==> config.mk <==
export PLATFORM = sky130hd
export DESIGN_NAME = reset_cause
export DESIGN_NICKNAME = d
export VERILOG_FILES = /design/src/shared/reset_cause_pkg.sv /design/src/hdl/reset_cause.sv /design/src/hdl/pin_glitch_filter.sv
export SDC_FILE = /design/constraint.sdc
export NUM_CORES = 1
export LEC_CHECK = 0
export BUFFER_PORTS_ARGS = -buffer_cell sky130_fd_sc_hd__clkbuf_2
export CAP_MARGIN = 5
export CORE_MARGIN = 2
export CORE_UTILIZATION = 53
export DETAILED_ROUTE_END_ITERATION = 10
export PLACE_DENSITY = 0.86
export SYNTH_ARGS = -nofsm -noshare
export SYNTH_HDL_FRONTEND = slang
export SYNTH_SLANG_ARGS = --single-unit
==> constraint.sdc <==
create_clock -name mclk -period 3.1 [get_ports mclk]
set_clock_uncertainty 0.1 [all_clocks]
set_input_delay 0.31 -clock mclk [delete_from_list [all_inputs] [get_ports mclk]]
set_output_delay 0.31 -clock mclk [all_outputs]
set_load 0.05 [all_outputs]
==> src/shared/reset_cause_pkg.sv <==
// Package for the reset source collector and cause flag register
package reset_cause_pkg;
    // -----------------------------------------------------------------
    // Register map (byte addresses, word aligned)
    // -----------------------------------------------------------------
    localparam logic [3:0] ADDR_FLAGS = 4'h0;
    localparam logic [3:0] ADDR_CONTROL = 4'h4;
    localparam logic [3:0] ADDR_STATUS = 4'h8;
    localparam logic [3:0] ADDR_SHADOW = 4'hc;

    // -----------------------------------------------------------------
    // Cause flag bit positions
    // -----------------------------------------------------------------
    localparam int BIT_TRAP = 15;
    localparam int BIT_ILLEGAL = 14;
    localparam int BIT_MISMATCH = 9;
    localparam int BIT_PIN = 7;
    localparam int BIT_SOFT = 6;
    localparam int BIT_WDOG = 4;
    localparam int BIT_SLEEP = 3;
    localparam int BIT_IDLE = 2;
    localparam int BIT_BROWN = 1;
    localparam int BIT_POWER = 0;
    localparam logic [15:0] FLAG_MASK = 16'hc2df;

    // -----------------------------------------------------------------
    // Encodings and timing
    // -----------------------------------------------------------------
    localparam logic [7:0] ILLEGAL_OPCODE = 8'h3f;
    localparam logic [3:0] HARD_TRAP_LOW = 4'hd;
    localparam logic [3:0] HARD_TRAP_HIGH = 4'hf;
    localparam int NUM_WREGS = 16;
    localparam int PPS_WIDTH = 16;
    // Least pin low time in ns, and its cycle count at 20 MHz
    localparam int CLK_PERIOD_NS = 50;
    localparam int PIN_MIN_NS = 200;
    localparam int PIN_FILTER_CYC =
        (PIN_MIN_NS + CLK_PERIOD_NS - 1) / CLK_PERIOD_NS;
    localparam logic [15:0] RESET_FLAGS = 16'h0000;
endpackage

==> src/hdl/reset_cause.sv <==
// Reset source collector with cause flag register on Avalon-MM
// -------------------------------------------------------------------
// Summary of operation
// - Low reset pin resets the system
// - Reset pin pulses shorter than minimum ignored
// - Software reset lasts one cycle, clock kept
// - Watchdog time-out resets asynchronously, clock kept
// - Watchdog time-out in sleep/idle wakes only
// - Hard trap conflict at levels 13-15 resets
// - Pin-select registers compared against shadow copy
// - Upper byte 3Fh opcode resets device
// - Uninitialized working register pointer use resets
// - Flow change into protected segment resets
// - Trap conflict sets bit 15
// - Illegal conditions set bit 14
// - Configuration mismatch sets bit 9
// - Pin reset sets bit 7, power-on clears
// - Software reset sets bit 6
// - Watchdog sets bit 4, power-save/clear clears
// - Sleep sets bit 3, idle sets bit 2
// - Software writes any flag either way
// - Brown-out/power-on set bit 1, power-on bit 0
// - Software flag writes never cause reset
// - Only cold resets reselect the clock source
// -------------------------------------------------------------------
`timescale 1ns/1ns
module reset_cause
    import reset_cause_pkg::*;
#(
    parameter int FILTER_CYC = PIN_FILTER_CYC,
    parameter int NREG = NUM_WREGS
) (
    input wire logic mclk, // 20 MHz instruction clock
    input wire logic resetn, // Power-on reset, active low
    input wire logic brownOut, // Brown-out event, one cycle
    input wire logic masterClearPin_n, // External reset pin, low asserts
    input wire logic softResetInstr, // Reset instruction executed
    input wire logic watchdogTimeout, // Watchdog time-out level
    input wire logic sleepInstr, // Power-save instruction, sleep form
    input wire logic idleInstr, // Power-save instruction, idle form
    input wire logic watchdogClearInstr, // Watchdog clear instruction
    input wire logic cpuAsleep, // Core in sleep or idle
    input wire logic trapActive, // A trap is being serviced
    input wire logic [3:0] trapActiveLevel, // Level of serviced trap
    input wire logic trapNew, // New trap raised
    input wire logic [3:0] trapNewLevel, // Level of new trap
    input wire logic [PPS_WIDTH-1:0] ppsControl, // Pin-select control
    input wire logic [23:0] fetchWord, // Instruction word to execute
    input wire logic fetchValid, // Instruction word is executed
    input wire logic regWrite, // Working register written
    input wire logic [3:0] regWriteIdx, // Index of written register
    input wire logic ptrUse, // Working register used as pointer
    input wire logic [3:0] ptrIdx, // Index of pointer register
    input wire logic flowChange, // Program or vector flow change
    input wire logic flowRestricted, // Target in protected segment
    input wire logic [3:0] address, // Avalon byte address
    input wire logic read, // Avalon read
    input wire logic write, // Avalon write
    input wire logic [31:0] writedata, // Avalon write data
    input wire logic [3:0] byteenable, // Avalon byte enables
    output logic [31:0] readdata, // Avalon read data
    output logic waitrequest, // Avalon wait request
    output logic systemReset_n, // Merged system reset, low active
    output logic warmReset, // Reset keeps clock source
    output logic coldReset, // Reset reselects clock from config
    output logic wakeRequest // Wake core from sleep or idle
);
    typedef struct packed {
        logic [15:0] flags;
        logic [15:0] shadow;
        logic [NREG-1:0] regValid;
        logic mismatchEn;
        logic [31:0] rdata;
        logic ack;
        logic rstOut_n;
        logic warm;
        logic cold;
        logic wake;
    } state_t;

    state_t state_reg;
    state_t state_next;
    logic pinLow;
    logic wdogReset;
    logic trapConflict;
    logic mismatch;
    logic illegalOp;
    logic uninitPtr;
    logic securityHit;
    logic anyWarm;
    logic [15:0] wmask;

    // -----------------------------------------------------------------
    // Pin filter
    // -----------------------------------------------------------------
    pin_glitch_filter #(
        .FILTER_CYC(FILTER_CYC)
    ) u_filter (
        .mclk(mclk),
        .resetn(resetn),
        .pinIn_n(masterClearPin_n),
        .pinLow(pinLow)
    );

    // -----------------------------------------------------------------
    // Reset source detection
    // -----------------------------------------------------------------
    // Watchdog resets only while awake, otherwise it wakes the core
    assign wdogReset = watchdogTimeout && !cpuAsleep;
    assign trapConflict = trapActive && trapNew
        && trapNewLevel >= HARD_TRAP_LOW && trapNewLevel <= HARD_TRAP_HIGH
        && trapNewLevel < trapActiveLevel;
    assign mismatch = state_reg.mismatchEn
        && (ppsControl != state_reg.shadow);
    assign illegalOp = fetchValid
        && (fetchWord[23:16] == ILLEGAL_OPCODE);
    assign uninitPtr = ptrUse && !state_reg.regValid[ptrIdx];
    assign securityHit = flowChange && flowRestricted;
    // Merged warm sources; software register writes are not among them
    assign anyWarm = pinLow || softResetInstr || wdogReset || trapConflict
        || mismatch || illegalOp || uninitPtr || securityHit;

    // Byte enables widened to the 16-bit flag field
    assign wmask = {{8{byteenable[1]}}, {8{byteenable[0]}}};

    // -----------------------------------------------------------------
    // Next state
    // -----------------------------------------------------------------
    always_comb begin
        state_next = state_reg;
        state_next.ack = 1'b0;
        state_next.wake = watchdogTimeout && cpuAsleep;
        // Bus access: software writes come first, hardware sets win
        if ((read || write) && !state_reg.ack) begin
            state_next.ack = 1'b1;
            state_next.rdata = 32'h0000_0000;
            unique case (address)
                ADDR_FLAGS: begin
                    if (write) begin
                        state_next.flags = (state_reg.flags & ~wmask)
                            | (writedata[15:0] & wmask & FLAG_MASK);
                    end
                    state_next.rdata = {16'h0000, state_reg.flags};
                end
                ADDR_CONTROL: begin
                    if (write && byteenable[0]) begin
                        state_next.mismatchEn = writedata[0];
                    end
                    state_next.rdata = {31'h0, state_reg.mismatchEn};
                end
                ADDR_STATUS: begin
                    state_next.rdata = {29'h0, state_reg.cold,
                        state_reg.warm, state_reg.rstOut_n};
                end
                ADDR_SHADOW: begin
                    state_next.rdata = {16'h0000, state_reg.shadow};
                end
                default: begin
                    state_next.rdata = 32'h0000_0000;
                end
            endcase
        end
        // Shadow tracks the control copy while checking is off
        if (!state_reg.mismatchEn) begin
            state_next.shadow = ppsControl;
        end
        // Working register validity
        if (regWrite) begin
            state_next.regValid[regWriteIdx] = 1'b1;
        end
        // Hardware clears
        if (brownOut) begin
            state_next.flags = state_reg.flags
                & ~(FLAG_MASK & ~(16'h0001 << BIT_PIN)
                    & ~(16'h0001 << BIT_POWER));
        end
        if (sleepInstr || idleInstr || watchdogClearInstr) begin
            state_next.flags[BIT_WDOG] = 1'b0;
        end
        // Hardware sets, same cycle as the reset
        if (trapConflict) state_next.flags[BIT_TRAP] = 1'b1;
        if (illegalOp || uninitPtr || securityHit) begin
            state_next.flags[BIT_ILLEGAL] = 1'b1;
        end
        if (mismatch) state_next.flags[BIT_MISMATCH] = 1'b1;
        if (pinLow) state_next.flags[BIT_PIN] = 1'b1;
        if (softResetInstr) state_next.flags[BIT_SOFT] = 1'b1;
        if (wdogReset) state_next.flags[BIT_WDOG] = 1'b1;
        if (sleepInstr) state_next.flags[BIT_SLEEP] = 1'b1;
        if (idleInstr) state_next.flags[BIT_IDLE] = 1'b1;
        if (brownOut) state_next.flags[BIT_BROWN] = 1'b1;
        // System reset: warm sources keep clock, brown-out is cold
        state_next.rstOut_n = !(anyWarm || brownOut);
        state_next.warm = anyWarm && !brownOut;
        state_next.cold = brownOut;
        if (anyWarm || brownOut) begin
            // Every reset clears working registers except 15
            state_next.regValid = '0;
            state_next.regValid[NREG-1] = 1'b1;
        end
    end

    // -----------------------------------------------------------------
    // State register
    // -----------------------------------------------------------------
    // Power-on state: flags show power-on and brown-out only
    always_ff @(posedge mclk or negedge resetn) begin
        if (!resetn) begin
            state_reg <= '0;
            state_reg.flags <= RESET_FLAGS
                | (16'h0001 << BIT_POWER) | (16'h0001 << BIT_BROWN);
            state_reg.regValid <= {1'b1, {(NREG-1){1'b0}}};
            state_reg.rstOut_n <= 1'b0;
            state_reg.cold <= 1'b1;
        end else begin
            state_reg <= state_next;
        end
    end

    // -----------------------------------------------------------------
    // Outputs
    // -----------------------------------------------------------------
    // Watchdog asserts reset without waiting for a clock edge
    assign systemReset_n = state_reg.rstOut_n && !wdogReset;
    assign warmReset = state_reg.warm;
    assign coldReset = state_reg.cold;
    assign wakeRequest = state_reg.wake;
    assign readdata = state_reg.rdata;
    assign waitrequest = (read || write) && !state_reg.ack;

    // -----------------------------------------------------------------
    // Checks
    // -----------------------------------------------------------------
    a_soft_one_cycle: assert property (@(posedge mclk)
        disable iff (!resetn) softResetInstr && !brownOut
        |=> !systemReset_n && warmReset) else $error("Soft reset lost");
    a_soft_release: assert property (@(posedge mclk)
        disable iff (!resetn) $past(softResetInstr) && !anyWarm && !brownOut
        |=> state_reg.rstOut_n) else $error("Soft reset not released");
    a_pin_flag: assert property (@(posedge mclk)
        disable iff (!resetn) pinLow && !brownOut
        |=> state_reg.flags[BIT_PIN] && !systemReset_n)
        else $error("Pin reset not seen");
    a_wdog_async: assert property (@(posedge mclk)
        disable iff (!resetn) wdogReset && !brownOut
        |-> !systemReset_n ##1 (state_reg.flags[BIT_WDOG] && warmReset))
        else $error("Watchdog did not reset");
    a_wdog_wake: assert property (@(posedge mclk)
        disable iff (!resetn) watchdogTimeout && cpuAsleep && !anyWarm
        && !brownOut |=> wakeRequest && state_reg.rstOut_n)
        else $error("Sleep time-out misbehaved");
    a_trap_flag: assert property (@(posedge mclk)
        disable iff (!resetn) trapConflict && !brownOut
        |=> state_reg.flags[BIT_TRAP] && warmReset)
        else $error("Trap conflict missed");
    a_illegal_flag: assert property (@(posedge mclk)
        disable iff (!resetn) illegalOp || uninitPtr || securityHit
        |=> state_reg.flags[BIT_ILLEGAL] && !systemReset_n)
        else $error("Illegal condition missed");
    a_mismatch_flag: assert property (@(posedge mclk)
        disable iff (!resetn) mismatch |=> state_reg.flags[BIT_MISMATCH])
        else $error("Mismatch flag not set");
    a_brown_keeps_pin: assert property (@(posedge mclk)
        disable iff (!resetn) brownOut && !(write && address == ADDR_FLAGS)
        |=> state_reg.flags[BIT_PIN] == $past(state_reg.flags[BIT_PIN])
            || $past(pinLow))
        else $error("Brown-out altered pin flag");
    a_write_no_reset: assert property (@(posedge mclk)
        disable iff (!resetn) write && !anyWarm && !brownOut
        |=> state_reg.rstOut_n) else $error("Flag write caused reset");
    a_reg_cleared: assert property (@(posedge mclk)
        disable iff (!resetn) anyWarm
        |=> state_reg.regValid[NREG-2:0] == '0)
        else $error("Registers not marked uninitialized");
endmodule

==> src/hdl/pin_glitch_filter.sv <==
// Glitch filter that passes a low level only after it stands long enough
`timescale 1ns/1ns
module pin_glitch_filter
    import reset_cause_pkg::*;
#(
    parameter int FILTER_CYC = PIN_FILTER_CYC
) (
    input wire logic mclk, // System clock
    input wire logic resetn, // Async reset, active low
    input wire logic pinIn_n, // Raw pin level, low asserts
    output logic pinLow // Filtered low indication
);
    typedef struct packed {
        logic [7:0] count;
        logic low;
    } filt_t;

    filt_t state_reg;
    filt_t state_next;

    // -----------------------------------------------------------------
    // Low time counter
    // -----------------------------------------------------------------
    // Count consecutive low cycles; any high restarts the count
    always_comb begin
        state_next = state_reg;
        if (pinIn_n) begin
            state_next.count = 8'h00;
            state_next.low = 1'b0;
        end else if (state_reg.count >= 8'(FILTER_CYC)) begin
            state_next.low = 1'b1;
        end else begin
            state_next.count = state_reg.count + 8'h01;
        end
    end

    // State register
    always_ff @(posedge mclk or negedge resetn) begin
        if (!resetn) begin
            state_reg <= '0;
        end else begin
            state_reg <= state_next;
        end
    end

    assign pinLow = state_reg.low;

    // Short pulse must never reach the output
    a_short_pulse: assert property (@(posedge mclk)
        disable iff (!resetn) $rose(pinLow)
        |-> $past(!pinIn_n) && $past(state_reg.count) >= 8'(FILTER_CYC))
        else $error("Filter passed a short pulse");
    // Any high sample on the pin drops the filtered output
    a_high_release: assert property (@(posedge mclk)
        disable iff (!resetn) pinIn_n |=> !pinLow)
        else $error("Filter held a released pin");
endmodule

Word level (Yosys, flattened, before mapping)
Index checks and enable logic that the tools add are counted.
{"block": "totals", "output_inout_bits": 37, "regBits": 79, "elab_cells": 142, "input_bits": 115}
{"block": "classes", "n_bitwise": 6, "n_lt_le_gt_ge": 7, "muxes": 25, "n_eq_ne": 7, "addsub": 1, "reduce_logical": 75}
{"op": "$mux W16", "count": 6}
{"op": "$pmux W16 S4", "count": 1}
{"op": "$reduce_bool A3 Y1", "count": 18}
{"op": "$and A16 B16 Y16", "count": 2}
{"op": "$or A16 B16 Y16", "count": 2}
{"op": "$reduce_and A3 Y1", "count": 9}
{"op": "$ne A16 B16 Y1", "count": 1}
{"op": "$not A16 Y16", "count": 1}
{"op": "$reduce_bool A2 Y1", "count": 8}
{"op": "$logic_and A1 B1 Y1", "count": 15}
{"op": "$mux W1", "count": 14}
{"op": "$logic_or A1 B1 Y1", "count": 13}
{"op": "$reduce_bool A4 Y1", "count": 3}
{"op": "$lt A4 B5 Y1 const B", "count": 2}
{"op": "$mux W9", "count": 1}
{"op": "$add A8 B1 Y8 const B", "count": 1}
{"op": "$eq A4 B4 Y1 const B", "count": 2}
{"op": "$eq A8 B6 Y1 const B", "count": 1}
{"op": "$ge A8 B3 Y1 const B", "count": 1}
{"op": "$mux W8", "count": 1}
{"op": "$reduce_and A4 Y1", "count": 2}
{"op": "$logic_not A1 Y1", "count": 6}
{"op": "$bmux W1 S4", "count": 1}
{"op": "$demux W1 S4", "count": 1}
{"op": "other kinds (9)", "count": 9}

Logic depth before layout (Yosys ltp)
Gate-level depths: netlist (run 1).
{"block": "depth", "ltp_word": 11, "mapped_depth": 8, "depth_no_buf": 7}

By module
From an unflattened synthesis (run 1), not the netlist that was laid out.
{"block": "unflattened", "hier_cells": 361, "area_unflattened_um2": 4087.7}
{"module": "reset_cause", "instances": 1, "cells_per_inst": 328, "seq_area_each_um2": 1756.7, "area_per_inst_um2": 3702.3}
{"module": "pin_glitch_filter", "instances": 1, "cells_per_inst": 33, "seq_area_each_um2": 225.2, "area_per_inst_um2": 385.4}

Worst setup path before layout (run 1)
Ideal clock, no wire load.
{"block": "synth_path", "path_kind": "register to register", "start": "register state_reg[53] (netlist bit)", "end": "register state_reg[53] (netlist bit)", "path_stages_with_launch": 7, "arrival_ns": 1.754, "period_less_slack_ns": 1.937, "t_required_ns": 2.916, "n_path_buf": 0, "setup_ns": 0.084, "setup_slack_ns": 1.163, "path_cell_list": "dfstp_2 > mux2i_1 > mux4_2 > nand3_1 > and3_4 > nand4b_4 > a311o_1"}
{"block": "synth_between", "elab_chain_len": 8, "word_cells_on_any_way": 11, "classes_between": "mux: 4; bitwise: 1; reduce/logical: 6"}
{"item": "start: declaration", "line": "reset_cause.sv:81", "text": "state_t state_reg;"}
{"item": "start signal: assignment", "line": "reset_cause.sv:216", "text": "state_reg <= state_next;"}
{"item": "$bmux W1 S4", "line": "reset_cause.sv:117", "text": "assign uninitPtr = ptrUse && !state_reg.regValid[ptrIdx];"}
{"item": "$mux W1 (implied by the code)", "line": "reset_cause.sv:117"}
{"item": "$logic_not A1 Y1", "line": "reset_cause.sv:117"}
{"item": "$logic_and A1 B1 Y1", "line": "reset_cause.sv:117"}
{"item": "$logic_or A1 B1 Y1 (2 in a row)", "line": "reset_cause.sv:121", "text": "|| mismatch || illegalOp || uninitPtr || securityHit;"}
{"item": "$logic_or A1 B1 Y1", "line": "reset_cause.sv:196", "text": "if (anyWarm || brownOut) begin"}
{"item": "$mux W16 or $reduce_bool A2 Y1 (tied branches)"}
Parallel ways exist; a longest one is shown, timed or not. The select of a mux whose other input is x is not followed.
A chain may end at the register's enable or synchronous reset.

Final worst setup path (run 1)
Same ends and word-level chain as after synthesis.

==> results of run 1 <==
[path summary, 6_finish.rpt]
path                                            from                                 to  slack (ns)  depth (start not counted)
max in group asynchronous                     resetn          state_reg[41]$_DFFE_PN0P_        2.26                          1
min                                           resetn  u_filter.state_reg[4]$_DFFE_PN0P_        0.02                          1
min reg2reg                  readdata[3]$_DFFE_PN0P_            readdata[3]$_DFFE_PN0P_        0.38                          2
min in group mclk                          idleInstr          state_reg[72]$_DFFE_PN0P_        0.07                          2
max                        state_reg[53]$_DFFE_PN1P_          state_reg[53]$_DFFE_PN1P_        0.86                          6
max reg2reg                state_reg[53]$_DFFE_PN1P_          state_reg[53]$_DFFE_PN1P_        0.86                          6
[metrics by stage]
step / utilization [%] / setup WS [ns] / power (mW) / area, um^2 / std cells
floorplan: - / 1.16 / 1.45 / 3950 / 370
finish: 62.4 / 0.860 / 2.36 / 4480 / 537
CTS: 62.4 / 0.853 / 2.37 / 4480 / 537
detailed placement: 59.6 / 0.817 / 1.57 / 4270 / 521
global placement: 59.6 / 0.861 / 1.55 / 4270 / 521
global route: 62.4 / 0.750 / 2.46 / 4480 / 537
[routing by layer]
metal  vias to the layer above  track usage [%]  wire (um)
met4                         0             8.72        119
met5                         -                0          0
met1                      1413             24.9       3280
met3                         9             4.11        422
met2                        88             36.2       4230
li1                       1342                -          -
[power groups by stage]
stage | Clock (mW) | Combinational, mW | Sequential, mW
finish | 0.806 | 0.388 | 1.16
global route | 0.860 | 0.427 | 1.17
CTS | 0.820 | 0.393 | 1.16
detailed placement | 0 | 0.392 | 1.18
global placement | 0 | 0.379 | 1.18
floorplan | 0 | 0.293 | 1.16
[final cells by class]
cell class / instances / area, um^2 / share of cell area (%)
inverters: 8 / 30.0 / 0.670
clock buffers: 11 / 131 / 2.93
clock inverters: 5 / 75.1 / 1.68
repair buffers: 98 / 500 / 11.2
flip-flops and latches: 79 / 1980 / 44.2
multi-input cells: 237 / 1640 / 36.6
well taps: 99 / 124 / 2.76
[cells in the final DEF, fill, tap and decap left out, types with 4 or more instances in the layout]
master                      n
sky130_fd_sc_hd__clkbuf_2  94
sky130_fd_sc_hd__dfrtp_1   75
sky130_fd_sc_hd__nor2_1    27
sky130_fd_sc_hd__o21ai_0   23
sky130_fd_sc_hd__mux2_2    20
sky130_fd_sc_hd__nand2_1   20
sky130_fd_sc_hd__xnor2_1   17
sky130_fd_sc_hd__nor2b_1   17
sky130_fd_sc_hd__conb_1    16
sky130_fd_sc_hd__a21oi_1   15
sky130_fd_sc_hd__a22oi_1   15
sky130_fd_sc_hd__mux2i_1   13
sky130_fd_sc_hd__clkbuf_8   9
sky130_fd_sc_hd__inv_1      8
sky130_fd_sc_hd__nand4_1    6
sky130_fd_sc_hd__a31oi_1    5
sky130_fd_sc_hd__ha_1       5
sky130_fd_sc_hd__and3_1     4
sky130_fd_sc_hd__o21bai_1   4
sky130_fd_sc_hd__dfstp_2    4
sky130_fd_sc_hd__buf_4      4
[worst max-delay path, delay by kind of cell (launching register included)]
| kind | cells | cell delay (ns) |
|---|---|---|
| mux | 2 | 0.57 |
| simple gates | 3 | 0.56 |
| flops | 1 | 0.54 |
| compound gates | 1 | 0.40 |
[cells by family after synthesis]
| family | count (synthesis) | synth area share, % |
|---|---|---|
| DFF | 79 | 50.9 |
| xor gates and xnor gates | 17 | 3.82 |
| muxes | 36 | 10.9 |
| and+or+nand+nor | 96 | 13.3 |
| other | 1 | 0.0962 |
| buffers and inverters | 54 | 8.54 |
| adders and majority gates | 5 | 1.61 |
| AOI/OAI and AO/OA | 67 | 11.0 |
==> reports/metrics.yaml, run 1 <==
tritoncts.num_buffers: 9
worstSetupStartpointType: "flip-flop"
synth_cells: 355
floorplan.initialDensity_pct: 54.3
combPwrFrac_pct: 16.5
syn_std_cell_area_mm2: 0.00390
core-area_mm2: 0.00718
max_clock_freq_mhz: 447
postSynth.topFlopCell: "sky130_fd_sc_hd__dfrtp_1"
grt_remaining_overflow: 0
clkTransAtPathRegs_ns: 0.08
post_detail_place_hpwl_um: 6160
switching_share_pct: 27.5
grt_pass1_vias: 2804
clock_tree.root_cell: "sky130_fd_sc_hd__clkbuf_8"
number_of_enable_flip_flop_cells_after_synthesis: 0
cp_max_fo: 17
clock_path_buffers: 2
share_seq_of_total_power_pct: 49.3
critPathArrivalTime_ns: 2.42
ys_warn_count: 0
netSwitchingPower_mw: 0.649
final-setup-viol-count: 0
postSynthAreaPerCell_um2: 11.0
numPortBuffers: 95
rsz_0062_raised_after_global_routing: "no"
largest_register_ffs: 50
critical-path-max-stage-delay_ns: 0.54
drt-pass1-iter-count: 4
cts.sink_count: 79
synth.top_cell.area_share_pct: 48.2
tritoncts: "built"
synth_commonest_cells: "sky130_fd_sc_hd__dfrtp_1, sky130_fd_sc_hd__buf_4, sky130_fd_sc_hd__nor2_1"
timing.critical_path.required_ns: 3.28
slew_headroom_pct: 34.9
route.detailed.drc: 0
floorplan.io_pins: 152
powerDensity_mw_per_mm2: 526
area_delta_synth_final_pct: 15.0
hold_fix_buffers_at_cts: 0
placementRows: 31
dr_iter_0_viols: 109
worstSetupEndpointType: "flip-flop"
synth_most_common_cell: "sky130_fd_sc_hd__dfrtp_1"
clk_latency_ns: 0.35
hold_violations: 0
grt_first_pass_wirelength_um: 13200
postCtsResizedCells: 0
antenna_cells_inserted: 0
grt_start_max_net_pins: 80
worstMarginPinSlew_ns: 0.976
n_fill_cell: 592
critical_path.cell_chain: "mux2i_1, mux4_2, nand3_1, and3_4, nand4b_4, a311o_1"
drv_cap: 0
cts.htree.levels: 3
gr-usage-all-layers_pct: 20.6
die_area_mm2: 0.00805
chipHeight_um: 89.7
setup_tns_ns: 0
drive_above_1_share_pct: 32.6
finalWeightedCongestion: 0.851
async_flop_share_pct: 100
initial_antenna_violation_count: 0
intPower_mw: 1.71
synth_sequential_area_ratio_pct: 50.9
nNetsFinal: 553
finalCritPeriodShare_pct: 72.2
synth.area.top_cells: "sky130_fd_sc_hd__dfrtp_1, sky130_fd_sc_hd__buf_4, sky130_fd_sc_hd__mux2_2, sky130_fd_sc_hd__xnor2_1, sky130_fd_sc_hd__mux2i_1"
whs_ns: 0.0199
synth_seq_cells: 79
timing_max_transition_violations_final: 0
drt-wirelength-per-cell_um: 15.0
layout_min_cycle_time_ns: 2.24
route.antenna.remaining_nets: 0
routed-via-count: 2852
leakagePower_nw: 2.11
status: "finished clean"
peakVddDrop_uv: 267
die_w_um: 89.7
clkPwrFrac_pct: 34.2
synthDistinctLibCells: 43
routed_via_density: 5.31
detail_route.wirelength_um: 8050
worstHoldPathType: "input pin to async pin"
post_cts.repair.setup_buffers: 0
worst_setup_path_category: "flip-flop to flip-flop"
crit_slowest_cell: "sky130_fd_sc_hd__dfstp_2"
synth_area_leader_cell: "sky130_fd_sc_hd__dfrtp_1"
(Power assumes the default switching activity.)
==> run 2: changes to the inputs <==
- ABC_AREA: default -> 1
- CORE_UTILIZATION: 53 -> 45
- PLACE_DENSITY: 0.86 -> 0.76
- clock period: 3.1 -> 1.95 ns (I/O delays scaled with it)
==> reports/metrics.yaml, run 2 <==
drt-pass1-iter-count: 4
drive_above_1_share_pct: 22.6
worstSetupStartpointType: "input pin"
cp_max_fo: 16
slew_headroom_pct: 59.5
floorplan.initialDensity_pct: 46.0
cts.sink_count: 79
numPortBuffers: 95
worst_setup_path_category: "input pin to flip-flop"
cpMostUsedCell: "sky130_fd_sc_hd__nand2_1"
routed_via_density: 4.79
postSynthAreaPerCell_um2: 7.66
synth_sequential_area_ratio_pct: 47.0
antenna_cells_inserted: 0
post_detail_place_hpwl_um: 7510
synth.area.top_cells: "sky130_fd_sc_hd__dfrtp_1, sky130_fd_sc_hd__nand2_1, sky130_fd_sc_hd__inv_1, sky130_fd_sc_hd__buf_4, sky130_fd_sc_hd__nor2_1"
tritoncts.num_buffers: 9
grt_pass1_vias: 3605
number_of_enable_flip_flop_cells_after_synthesis: 0
floorplan.io_pins: 152
async_flop_share_pct: 100
gr-usage-all-layers_pct: 20.7
rsz_0062_raised_after_global_routing: "no"
finalCritPeriodShare_pct: 92.6
tritoncts: "built"
area_delta_synth_final_pct: 19.2
hold_violations: 0
nNetsFinal: 774
critical-path-max-stage-delay_ns: 0.53
initial_antenna_violation_count: 0
post_cts.repair.setup_buffers: 0
setup_tns_ns: 0
route.detailed.drc: 0
critical-path-top-delay-family: "simple AND/OR/NAND/NOR gates"
timing_max_transition_violations_final: 0
synth_most_common_cell: "sky130_fd_sc_hd__nand2_1"
die_area_mm2: 0.0102
synthDistinctLibCells: 35
critPathArrivalTime_ns: 1.97
hold_fix_buffers_at_cts: 19
status: "finished clean"
leading_cell_type_in_the_layout_fill_and_taps_excluded: "sky130_fd_sc_hd__nand2_1"
peakVddDrop_uv: 433
final-setup-viol-count: 0
grt_start_max_net_pins: 80
cts.htree.levels: 3
leakagePower_nw: 2.77
grt_remaining_overflow: 0
postSynth.topFlopCell: "sky130_fd_sc_hd__dfrtp_1"
grt_first_pass_wirelength_um: 16500
timing.critical_path.required_ns: 2.12
synth_cells: 550
leading_cell_types_in_the_layout_fill_and_taps_excluded: "sky130_fd_sc_hd__nand2_1, sky130_fd_sc_hd__clkbuf_2, sky130_fd_sc_hd__inv_1, sky130_fd_sc_hd__dfrtp_1, sky130_fd_sc_hd__nor2_1"
synth_commonest_cells: "sky130_fd_sc_hd__nand2_1, sky130_fd_sc_hd__inv_1, sky130_fd_sc_hd__dfrtp_1"
clkTransAtPathRegs_ns: 0.09
synth_area_leader_cell: "sky130_fd_sc_hd__dfrtp_1"
syn_std_cell_area_mm2: 0.00421
detail_route.wirelength_um: 9800
worstHoldPathType: "input pin to flip-flop"
dr_iter_0_viols: 192
clock_path_buffers: 2
whs_ns: 0.00865
max_clock_freq_mhz: 554
placementRows: 35
critical_path_buf_inv_count: 3
route.antenna.remaining_nets: 0
drt-wirelength-per-cell_um: 12.7
final_core_utilization_pct: 54.9
powerDensity_mw_per_mm2: 766
chipHeight_um: 101
worstSetupEndpointType: "flip-flop"
synth.top_cell.area_share_pct: 44.5
largest_register_ffs: 50
postCtsResizedCells: 0
crit_slowest_cell: "sky130_fd_sc_hd__dlygate4sd3_1"
critical_path.cell_chain: "dlygate4sd3_1, clkbuf_2, inv_1, nand2_1, a21oi_1, nand2_1, nor2_1, nand2_1, nand2_2, nand2_2, nor2_4, nand2_4, nor2_1"
synth_seq_cells: 79
clk_latency_ns: 0.36
finalWeightedCongestion: 0.943
die_w_um: 101
drv_cap: 0
worstMarginPinSlew_ns: 0.603
clock_tree.root_cell: "sky130_fd_sc_hd__clkbuf_8"
layout_min_cycle_time_ns: 1.81
routed-via-count: 3687
core-area_mm2: 0.00915
ys_warn_count: 0
[run 2: power by group]
group,internal [mW],leakage [nW],switching [mW],total (mW)
combinational,0.269,1.69,0.579,0.849
sequential,1.79,0.995,0.0887,1.88
clock,0.475,0.0879,0.648,1.12
total,2.53,2.77,1.32,3.85
[run 2: area by class of cell]
type	count	area, um^2
clock inverter	7	53.8
inverter	90	345
fill	877	4130
clock buffer	9	124
tap	111	139
multi-input combinational	353	1650
sequential	79	1980
timing repair buffer	121	733
[run 2: path summary, 6_finish.rpt]
check	depth (start not counted)	startpoint	slack (ns)	to
min in group asynchronous	3	resetn	0.29	readdata[8]$_DFFE_PN0P_
max in group asynchronous	3	resetn	1.09	state_reg[71]$_DFFE_PN1P_
max reg2reg	11	state_reg[59]$_DFFE_PN0N_	0.20	state_reg[38]$_DFFE_PN0P_
max	13	ppsControl[5]	0.14	state_reg[38]$_DFFE_PN0P_
min	3	ppsControl[0]	0.009	state_reg[54]$_DFFE_PN0N_
min reg2reg	2	readdata[14]$_DFFE_PN0P_	0.39	readdata[14]$_DFFE_PN0P_
[run 2: kinds of logic (layout without fill, tap and decap cells)]
kind of cell             after synthesis  in the layout  synth area share, %
adder cells (fa/ha/maj)                5              5                 1.48
XOR/XNOR                               2              2                0.416
AO/OA/AOI/OAI                         73             73                 9.65
other                                  1             16               0.0890
flip-flops                            79             79                 47.0
buffers and inverters                133            227                 15.3
AND/OR/NAND/NOR                      257            257                 26.1
[run 2: per-layer routing]
layer,part of all wire (%),vias to the layer above,global-route usage [%]
li1,-,1860,-
met1,44,1693,27.5
met2,48,118,33.4
met3,5.6,16,4.85
met4,1.8,0,7.27
met5,0,-,0
[run 2: worst register-to-register path, delay by kind of cell (launching register included)]
kind,cells,cell delay (ns)
flip-flops,1,0.39
AND/OR/NAND/NOR,9,0.93
AO/OA/AOI/OAI,1,0.16
buffers and inverters,1,0.10
[run 2: metrics by stage]
stage,power (mW),setup WS (ns),std cells,area (um^2)
after floorplan,2.51,0.314,565,4270
after global placement,2.69,0.250,735,4650
after detailed placement,2.73,0.201,735,4650
after CTS,3.89,0.148,770,5020
after global routing,4.08,0.0115,770,5020
final,3.85,0.145,770,5020
